File: config.mk
export PLATFORM = sky130hd
export DESIGN_NAME = tsu_tx_cfg
export DESIGN_NICKNAME = d
export VERILOG_FILES = /design/src/verilog/tsu_pkg.sv /design/src/verilog/tsu_eval_if.sv /design/src/verilog/tsu_slot_eval.sv /design/src/verilog/tsu_tx_cfg.sv
export SDC_FILE = /design/constraint.sdc
export NUM_CORES = 2
export LEC_CHECK = 0
export ABC_CLOCK_PERIOD_IN_PS = 6200
export BUFFER_PORTS_ARGS = -buffer_cell sky130_fd_sc_hd__buf_2
export CORE_MARGIN = 2
export CORE_UTILIZATION = 54
export DETAILED_ROUTE_END_ITERATION = 8
export PLACE_DENSITY = 0.7
export SYNTH_ARGS = -nofsm -noshare
export SYNTH_HDL_FRONTEND = slang
export SYNTH_HIERARCHICAL = 1
export SYNTH_SLANG_ARGS = --single-unit
File: constraint.sdc
create_clock -name ref_clk -period 6.2 [get_ports ref_clk]
set_input_delay 0.31 -clock ref_clk [delete_from_list [all_inputs] [get_ports ref_clk]]
set_output_delay 0.31 -clock ref_clk [all_outputs]
set_load 0.01 [all_outputs]
File: src/verilog/tsu_pkg.sv
package tsu_pkg;
  localparam int NPORT = 32;
  localparam int NGROUP = 32;
  localparam int PTR_W = 13;
  localparam int IDX_W = 5;
  localparam int ADR_W = 12;

  // word-aligned byte offsets of the register banks
  localparam logic [11:0] OFS_ALLOC = 12'h000;
  localparam logic [11:0] OFS_GPTR = 12'h080;
  localparam logic [11:0] OFS_GSTATE = 12'h100;
  localparam logic [11:0] OFS_PCFG = 12'h180;
  localparam logic [11:0] OFS_STATUS = 12'h200;
  localparam int BANK_LSB = 7;
  localparam int IDX_LSB = 2;

  // field positions
  localparam int ALLOC_LAST_LSB = 16;
  localparam int ALLOC_FIRST_LSB = 0;
  localparam int GRP_FIRST_LSB = 6;
  localparam int GRP_LEN_LSB = 0;
  localparam int GRP_LEN_W = 6;
  localparam int GSTATE_LSB = 0;
  localparam int CFG_SYNC_BIT = 14;
  localparam int CFG_ON_BIT = 13;
  localparam int CFG_KIND_LSB = 9;
  localparam int CFG_FLOAT_BIT = 1;
  localparam int STAT_KINDOK_BIT = 16;
  localparam int STAT_EXTR_BIT = 17;

  // writable bits; everything else reads as zero
  localparam logic [31:0] ALLOC_MASK = 32'h1FFF_1FFF;
  localparam logic [31:0] GPTR_MASK = 32'h0007_FFFF;
  localparam logic [31:0] GSTATE_MASK = 32'h0000_0003;
  localparam logic [31:0] PCFG_MASK = 32'h0000_6E3F;
  localparam logic [31:0] REG_RESET = 32'h0000_0000;

  // slot-count limits tied to the port kinds, and the number of extraction ports
  localparam logic [12:0] T1_SLOTS = 13'h0018;
  localparam logic [12:0] NX_MIN = 13'h0004;
  localparam logic [12:0] BUS_MIN = 13'h0008;
  localparam logic [4:0] EXTRACT_PORTS = 5'h0C;

  typedef enum logic [2:0] {
    KIND_UNCH = 3'h0,
    KIND_T1 = 3'h1,
    KIND_N2 = 3'h2,
    KIND_N3 = 3'h3,
    KIND_N4 = 3'h4,
    KIND_NX = 3'h5,
    KIND_BUS = 3'h6,
    KIND_RSV = 3'h7
  } tsu_kind_t;

  typedef enum logic [1:0] {
    GS_OFF = 2'h0,
    GS_ON = 2'h1,
    GS_POLL = 2'h2,
    GS_RSV = 2'h3
  } tsu_gstate_t;
endpackage : tsu_pkg

File: src/verilog/tsu_eval_if.sv
`timescale 1ns/1ps
interface tsu_eval_if;
  import tsu_pkg::*;
  tsu_kind_t kind;
  logic portOn;
  logic floatSel;
  logic [12:0] first;
  logic [12:0] last;
  logic [4:0] portIdx;
  logic [12:0] slotAddr;
  logic slotEnable;
  logic extract;
  logic slotData;
  logic [12:0] count;
  logic mapped;
  logic run;
  logic hold;
  logic extractOk;
  logic kindOk;
  logic txBit;
  logic txOe;
  modport cfg (output kind, portOn, floatSel, first, last, portIdx,
    slotAddr, slotEnable, extract, slotData,
    input count, mapped, run, hold, extractOk, kindOk, txBit, txOe);
  modport eval (input kind, portOn, floatSel, first, last, portIdx,
    slotAddr, slotEnable, extract, slotData,
    output count, mapped, run, hold, extractOk, kindOk, txBit, txOe);
endinterface : tsu_eval_if

File: src/verilog/tsu_slot_eval.sv
`timescale 1ns/1ps
module tsu_slot_eval
  import tsu_pkg::*;
(
  tsu_eval_if.eval ev
);
  wire unch = (ev.kind == KIND_UNCH);
  wire inRange = (ev.slotAddr >= ev.first) && (ev.slotAddr < ev.last);
  wire slotGo = ev.slotEnable | ev.extractOk;

  assign ev.count = 13'(ev.last - ev.first);
  // unchannelized ports own only the first entry; last is free
  assign ev.mapped = unch ? (ev.slotAddr == ev.first) : inRange;
  assign ev.extractOk = (ev.kind == KIND_BUS) && ev.extract &&
    (ev.portIdx < EXTRACT_PORTS);
  assign ev.hold = ~ev.portOn;
  assign ev.run = ev.portOn & ev.mapped & slotGo;
  // idle slots send ones unless the float select is set
  assign ev.txBit = ev.run ? ev.slotData : 1'b1;
  assign ev.txOe = ev.run | ~ev.floatSel;

  // software is expected to match kind and slot count
  always_comb begin
    case (ev.kind)
      KIND_UNCH: ev.kindOk = (ev.count == 13'h0000);
      KIND_T1: ev.kindOk = (ev.count == T1_SLOTS);
      KIND_N2: ev.kindOk = (ev.count == 13'h0002);
      KIND_N3: ev.kindOk = (ev.count == 13'h0003);
      KIND_N4: ev.kindOk = (ev.count == 13'h0004);
      KIND_NX: ev.kindOk = (ev.count > NX_MIN);
      KIND_BUS: ev.kindOk = (ev.count > BUS_MIN);
      default: ev.kindOk = 1'b0;
    endcase
  end
endmodule : tsu_slot_eval

File: src/verilog/tsu_tx_cfg.sv
// The Wishbone register port and the register offsets were decided locally.
`timescale 1ns/1ps
// What this block does
// - per port, one allocation word; slot count is last minus first
// - kind zero uses only the first entry; last pointer only sets the slot count, which its kind check needs at zero
// - allocation word: last in 28:16, first in 12:0, rest zero
// - group pointer: first location in 18:6, count minus one in 5:0
// - group state 0 off, 1 on, 2 polling, 3 reserved
// - port enable bit 13 clear holds every slot in reset
// - with port enabled a slot runs only if its own enable is set or extraction is granted
// - kind field 11:9; code 1 is T1 with 24 slots; 7 reserved
// - kind 6 on first twelve ports allows per-slot channel extraction
// - enabled port, unmapped slot: drive one, or float if selected
module tsu_tx_cfg
  import tsu_pkg::*;
(
  input wire logic ref_clk,
  input wire logic srst,
  input wire logic ce,
  input wire logic wb_cyc_i,
  input wire logic wb_stb_i,
  input wire logic wb_we_i,
  input wire logic [11:0] wb_adr_i,
  input wire logic [3:0] wb_sel_i,
  input wire logic [31:0] wb_dat_i,
  output logic [31:0] wb_dat_o,
  output logic wb_ack_o,
  input wire logic [4:0] lkPort,
  input wire logic [12:0] lkAddr,
  input wire logic lkSlotEn,
  input wire logic lkExtract,
  input wire logic lkData,
  input wire logic [4:0] lkGroup,
  output logic slotRun_r,
  output logic slotHold_r,
  output logic [12:0] slotCount_r,
  output logic extractOn_r,
  output logic kindOk_r,
  output logic txBit_r,
  output logic txBitOe_r,
  output logic syncRise_r,
  output logic [31:0] portOnVec_r,
  output logic [12:0] groupFirst_r,
  output logic [5:0] groupLenM1_r,
  output logic [1:0] groupState_r
);
  logic [31:0] allocMem [NPORT];
  logic [31:0] gptrMem [NGROUP];
  logic [1:0] gstateMem [NGROUP];
  logic [31:0] pcfgMem [NPORT];
  logic [31:0] datR;
  logic ackR;

  // bus decode
  wire req = wb_cyc_i & wb_stb_i & ~ackR;
  wire [4:0] idx = wb_adr_i[6:IDX_LSB];
  wire [4:0] bank = wb_adr_i[11:BANK_LSB];
  wire hitAlloc = (bank == OFS_ALLOC[11:BANK_LSB]);
  wire hitGptr = (bank == OFS_GPTR[11:BANK_LSB]);
  wire hitGstate = (bank == OFS_GSTATE[11:BANK_LSB]);
  wire hitPcfg = (bank == OFS_PCFG[11:BANK_LSB]);
  wire hitStatus = (wb_adr_i[11:IDX_LSB] == OFS_STATUS[11:IDX_LSB]);
  // writes land on the ack edge, while the master still holds the request
  wire doWrite = wb_cyc_i & wb_stb_i & wb_we_i & ackR & ce;
  wire [31:0] byteMask = {{8{wb_sel_i[3]}}, {8{wb_sel_i[2]}},
    {8{wb_sel_i[1]}}, {8{wb_sel_i[0]}}};

  function automatic logic [31:0] merge(input logic [31:0] old,
    input logic [31:0] nw, input logic [31:0] be, input logic [31:0] keep);
    merge = ((old & ~be) | (nw & be)) & keep;
  endfunction : merge

  wire [31:0] allocNxt = merge(allocMem[idx], wb_dat_i, byteMask,
    ALLOC_MASK);
  wire [31:0] gptrNxt = merge(gptrMem[idx], wb_dat_i, byteMask,
    GPTR_MASK);
  wire [31:0] gstateNxt = merge({30'h0, gstateMem[idx]}, wb_dat_i,
    byteMask, GSTATE_MASK);
  wire [31:0] pcfgNxt = merge(pcfgMem[idx], wb_dat_i, byteMask, PCFG_MASK);
  // the reserved state code is never stored, so it can never be read
  wire gstateLegal = (gstateNxt[1:0] != GS_RSV);

  wire [31:0] statusWord = {14'h0, extractOn_r, kindOk_r, 3'h0,
    slotCount_r};
  // unmapped addresses still answer, with zero data
  wire [31:0] rdData = hitAlloc ? allocMem[idx] :
    hitGptr ? gptrMem[idx] :
    hitGstate ? {30'h0, gstateMem[idx]} :
    hitPcfg ? pcfgMem[idx] :
    hitStatus ? statusWord : 32'h0000_0000;

  // registered ack: one wait state, read data stands with it
  always_ff @(posedge ref_clk) begin
    if (srst) begin
      ackR <= 1'b0;
      datR <= REG_RESET;
    end else if (ce) begin
      ackR <= req;
      if (req) begin
        datR <= rdData;
      end
    end
  end

  assign wb_ack_o = ackR;
  assign wb_dat_o = datR;

  always_ff @(posedge ref_clk) begin
    if (srst) begin
      for (int i = 0; i < NPORT; i++) begin
        allocMem[i] <= REG_RESET;
        pcfgMem[i] <= REG_RESET;
        gptrMem[i] <= REG_RESET;
        gstateMem[i] <= GS_OFF;
      end
    end else if (doWrite) begin
      if (hitAlloc) begin
        allocMem[idx] <= allocNxt;
      end
      if (hitGptr) begin
        gptrMem[idx] <= gptrNxt;
      end
      if (hitGstate && gstateLegal) begin
        gstateMem[idx] <= gstateNxt[1:0];
      end
      if (hitPcfg) begin
        pcfgMem[idx] <= pcfgNxt;
      end
    end
  end

  // per-port enable vector, one flip-flop per port
  genvar gp;
  generate
    for (gp = 0; gp < NPORT; gp++) begin : g_on
      always_ff @(posedge ref_clk) begin
        if (srst) begin
          portOnVec_r[gp] <= 1'b0;
        end else if (ce) begin
          portOnVec_r[gp] <= pcfgMem[gp][CFG_ON_BIT];
        end
      end
    end
  endgenerate

  // slot evaluation for the looked-up port
  tsu_eval_if ev ();
  wire [31:0] selAlloc = allocMem[lkPort];
  wire [31:0] selCfg = pcfgMem[lkPort];
  assign ev.kind = tsu_kind_t'(selCfg[CFG_KIND_LSB +: 3]);
  assign ev.portOn = selCfg[CFG_ON_BIT];
  assign ev.floatSel = selCfg[CFG_FLOAT_BIT];
  assign ev.first = selAlloc[ALLOC_FIRST_LSB +: PTR_W];
  assign ev.last = selAlloc[ALLOC_LAST_LSB +: PTR_W];
  assign ev.portIdx = lkPort;
  assign ev.slotAddr = lkAddr;
  assign ev.slotEnable = lkSlotEn;
  assign ev.extract = lkExtract;
  assign ev.slotData = lkData;

  tsu_slot_eval u_eval (
    .ev(ev.eval)
  );

  always_ff @(posedge ref_clk) begin
    if (srst) begin
      slotRun_r <= 1'b0;
      slotHold_r <= 1'b1;
      slotCount_r <= 13'h0000;
      extractOn_r <= 1'b0;
      kindOk_r <= 1'b0;
      txBit_r <= 1'b1;
      txBitOe_r <= 1'b0;
      syncRise_r <= 1'b0;
    end else if (ce) begin
      slotRun_r <= ev.run;
      slotHold_r <= ev.hold;
      slotCount_r <= ev.count;
      extractOn_r <= ev.extractOk;
      kindOk_r <= ev.kindOk;
      txBit_r <= ev.txBit;
      txBitOe_r <= ev.txOe;
      syncRise_r <= selCfg[CFG_SYNC_BIT];
    end
  end

  // group pointer and state lookup
  wire [31:0] selGptr = gptrMem[lkGroup];
  always_ff @(posedge ref_clk) begin
    if (srst) begin
      groupFirst_r <= 13'h0000;
      groupLenM1_r <= 6'h00;
      groupState_r <= GS_OFF;
    end else if (ce) begin
      groupFirst_r <= selGptr[GRP_FIRST_LSB +: PTR_W];
      groupLenM1_r <= selGptr[GRP_LEN_LSB +: GRP_LEN_W];
      groupState_r <= gstateMem[lkGroup];
    end
  end
endmodule : tsu_tx_cfg
[Yosys cells after proc, flatten, opt, wreduce, memory -nomap -nowiden]
Memories as Yosys holds them, arrays and structs flattened. A register that Yosys moved wholly into a read port is not among the register bits.
Cells that the tools add are included.
Storage, ports and cells
  register bits: 53
  output and inout port bits: 106
  RAM bits: 1856
  input port bits: 80
  memories kept: 4
  word-level logic and storage cells: 108
Cells by class
  bitwise gates (word level): 22
  multiplexer cells: 38
  $add $sub $neg: 1
  reductions and logical operators: 12
  $lt $le $gt $ge: 5
  equal/unequal tests: 16
Memory list
  allocMem: depth 32, width 26, read ports 2, clocked after Yosys merged registers in 0, wr ports 32, RTL line tsu_tx_cfg.sv:47  | logic [31:0] allocMem [NPORT];
  gptrMem: depth 32, width 19, read ports 2, clocked after Yosys merged registers in 1, wr ports 32, RTL line tsu_tx_cfg.sv:48  | logic [31:0] gptrMem [NGROUP];
  pcfgMem: depth 32, width 11, read ports 34, clocked after Yosys merged registers in 32, wr ports 32, RTL line tsu_tx_cfg.sv:50  | logic [31:0] pcfgMem [NPORT];
  gstateMem: depth 32, width 2, read ports 2, clocked after Yosys merged registers in 1, wr ports 32, RTL line tsu_tx_cfg.sv:49  | logic [1:0] gstateMem [NGROUP];
Operators by type and width (count)
  $mux 32: 4
  $and 29x29->29: 2
  $not 29->29: 1
  $or 29x29->29: 1
  $eq 13x2->1 const B: 2
  $mux 26: 1
  $reduce_or 26->1: 1
  $mux 1: 24
  $mux 5: 4
  $and 19x19->19: 1
  $mux 19: 1
  $or 19x19->19: 1
  $reduce_or 19->1: 1
  $mux 18: 1
  $and 15x15->15: 1
  $or 15x15->15: 1
  $eq 13x13->1: 1
  $eq 13x3->1 const B: 1
  $eq 13x5->1 const B: 1
  $ge 13x13->1: 1
  $gt 13x3->1 const B: 1
  $gt 13x4->1 const B: 1
  $logic_not 13->1: 1
  $lt 13x13->1: 1
  23 further kinds: 39

[Depth between registers and ports, before layout]
  depth after elaboration: 11
  depth in mapped cells: 18
  depth with buffers taken out: 15

[Hierarchy]
Netlist, hierarchy kept.
By module, submodules not included
  tsu_tx_cfg: times used 1, area an instance 98126.6 sq um, sequential area each 57795.4 sq um, cells an instance 6608
  tsu_slot_eval: times used 1, area an instance 1551.5 sq um, sequential area each 0.0 sq um, cells an instance 229

[Worst setup path after synthesis]
No wires, ideal clock.
  kind: in2reg
  start point: in lkPort[0]
  end point: reg kindOk_r
  stages on the path: 17
  buffers on the path: 3
  required time: 6.135 ns
  path slack: 1.466 ns
  data arrival time: 4.669 ns
  setup time: 0.065 ns
  path through: clkbuf_1 -> buf_2 -> buf_1 -> mux4_2 -> mux4_2 -> mux2_2 -> ha_1 -> fa_1 -> nor2b_1 -> o2111ai_1 -> nand3_1 -> nand3_1 -> a2111o_1 -> a2111oi_2 -> mux2i_1 -> mux2i_1 -> nor2_1
Between the ends
  longest elaborated chain between the ends: 4
  elaborated cells between the ends (all ways): 18
  those cells by class: add/sub (1); order compare (2); eq/ne (10); mux (1); reduce/logical (2); memory (2)
Ends and longest elaborated chain
  start: declaration: RTL line tsu_tx_cfg.sv:28  | input wire logic [4:0] lkPort,
  $mem_v2 32x26 (*)
  via selAlloc[0]: RTL line tsu_tx_cfg.sv:148  | wire [31:0] selAlloc = allocMem[lkPort];
  $sub 13x13->13 (*): RTL line tsu_slot_eval.sv:11  | assign ev.count = 13'(ev.last - ev.first);
  $gt 13x4->1, or another cell as far along: RTL line tsu_slot_eval.sv:31  | KIND_BUS: ev.kindOk = (ev.count > BUS_MIN);
  $pmux 1 s7 (*): RTL line tsu_slot_eval.sv:24  | case (ev.kind)
  via ev.kindOk: RTL line tsu_eval_if.sv:19  | logic kindOk;
  end signal: assignment: RTL line tsu_tx_cfg.sv:180  | kindOk_r <= ev.kindOk;
  end: declaration: RTL line tsu_tx_cfg.sv:38  | output logic kindOk_r,
Mark *: on every way through the listed nets, which the timed path passes. The rest lies on a longest branch.
A chain may end at the register's enable or synchronous reset.

==> results.ini <==
[cts]
clk_path_buf_depth = 3
clock_tree.root_cell = clkbuf_16
cts_tree = yes
cts.sinks = 1959
clk_latency_ns = 0.87
cts_made_buffers = 201
cts-hold-fix-buffers = 6
cts_resized = 0
htree_levels = 4
path_clk_slew_ns = 0.06
postCtsSetupBuffers = 0

[logic_synthesis]
synthesis.area_sq_mm = 0.0997
syn-instance-count = 6836
synth.avg_cell_area_sq_um = 14.6
synth_warnings = 6

[timing]
fin_crit_sh = 0.715
tns_ns = 0
drv_slew = 1
setup_slack_ns = 1.77
rsz0062_at_grt = no
finalCriticalPeriod_ns = 4.43
setup_viol = 0
clock.fmax_ghz = 0.226
clock_skew_ns = 0.0386
relSlewSlack = -0.0249
hold_viol_final = 0
worst_pin_slew_ns = 1.54

[worst_setup_path]
worst-setup-path-type = reg -> reg
r2r-start = allocMem[15][0]
crit_required_ns = 6.99
arrival_ns = 5.22
critPathLaunchType = flip-flop
end_kind = flip-flop
r2r_cells = 14
r2r_end = kindOk_r
critPathMaxFanout = 4
r2r_slack_ns = 1.77

[die]
coreArea_sq_mm = 0.183
initial_core_util = 0.544
dieArea_sq_mm = 0.188
die_w_microns = 434
die_h_microns = 434
ios = 186
rows = 157

[detailed_routing]
finalWirelength_microns = 349000
vias = 67500
drt-wirelength-per-cell_microns = 36.9
drtIter0Drc = 11800
vias_per_cell = 7.14
antenna_left = 0
dr.pass1.iters = 9
drc_errors = 0

[placed_design]
dpl_worst_slack_ns = 1.07
hpwl_microns = 212000
io_buffers = 177
globalplace.congestion = 0.943

[flow_run]
max_cap_violations = 0

[finish]
nets = 6925
final_common_cell = nor2_1
area.growth.synth_to_final_pct = 9.38
drive_above_1_share = 0.278
fin_util = 0.595
layout_common_cells = 1971 x nor2_1, 1856 x edfxtp_1, 946 x mux4_2, 262 x buf_4, 238 x a22oi_1

[min_path]
holdPathStages = 4
worstHoldStart = wb_dat_i[24]
min_path_type = in -> reg
min_to = allocMem[18][21]

[global_route]
grt_pass1_vias = 66400
grt_start_max_net_pins = 96
overflow = 0
track_usage = 0.373
antenna_found_initial = 14
grt_first_pass_wirelength_microns = 487000

[outcome]
status = finished, violations left
failed_checks = slew limit

[power_and_ir_drop]
power.density_mw_per_mm2 = 286
p_leak_nw = 37.9
ir_drop_mv = 0.331

==> sequential cells by signal, indices dropped and copies added (netlist names) <==
signal	flops
allocMem	832
extractOn_r	1
gptrMem	608
groupFirst_r	13
groupLenM1_r	6
groupState_r	2
gstateMem	64
kindOk_r	1
pcfgMem	352
portOnVec_r	32
slotCount_r	13
slotHold_r	1
slotRun_r	1
syncRise_r	1
txBitOe_r	1
txBit_r	1
wb_ack_o	1
wb_dat_o	29
==> stage by stage <==
stage | area (sq um) | hold WS (ns) | power (mW) | instances
finish | 109000 | 0.0325 | 31.2 | 9452
CTS | 109000 | 0.00000416 | 31.0 | 9443
global route | 109000 | 0.0478 | 31.8 | 9444
floorplan | 99700 | 0.485 | 17.9 | 6838
detailed placement | 102000 | 0.477 | 19.2 | 9062
global placement | 102000 | 0.471 | 19.1 | 9062
==> per-layer routing <==
metal  part of all wire  global-route usage  vias to the layer above  wire length (microns)
met5            0.00030                   0                        -                    104
met4              0.080               0.246                       16                  27900
met3               0.16               0.129                     1312                  57000
met2               0.44               0.541                     6079                 152000
met1               0.32               0.477                    33900                 111000
li1                   -                   -                    26200                      -
==> layout make-up <==
type | instances | area (sq um)
Antenna cell | 9 | 22.5
Inverter | 33 | 124
Clock buffer | 271 | 5600
Fill cell | 13700 | 74300
Timing Repair Buffer | 468 | 3490
Multi-Input combinational cell | 4144 | 38000
Sequential cell | 1959 | 57800
Tap cell | 2464 | 3080
Clock inverter | 104 | 887
==> worst max-delay path: stages, from the launching register on <==
cell and delay [ns]:
edfxtp_1 0.40, mux4_2 0.48, mux4_2 0.51, mux2_2 0.35, ha_1 0.25, fa_1 0.41
nor2b_1 0.21, o2111ai_1 0.16, nand3_1 0.20, nand3_1 0.12, a2111o_1 0.39, a2111oi_2 0.44
mux2i_1 0.24, mux2i_1 0.09, nor2_1 0.11
==> how the worst max path moves through the flow <==
stage	from	slack, ns	to
global route	allocMem[15][0]	1.60	kindOk_r
detailed placement	lkPort[0]	1.07	kindOk_r
CTS	allocMem[15][0]	1.79	kindOk_r
global placement	lkPort[0]	1.07	kindOk_r
floorplan	lkPort[0]	1.47	kindOk_r
finish	allocMem[15][0]	1.77	kindOk_r
==> power by group <==
| part | leakage, nW | internal [mW] | total [mW] | switching [mW] |
|---|---|---|---|---|
| Clock | 3.15 | 6.85 | 12.1 | 5.27 |
| Combinational | 14.7 | 1.40 | 3.83 | 2.43 |
| Sequential | 20.0 | 14.9 | 15.2 | 0.321 |
| Total | 37.9 | 23.1 | 31.2 | 8.02 |
No activity file was read; power rests on OpenSTA's default activity.
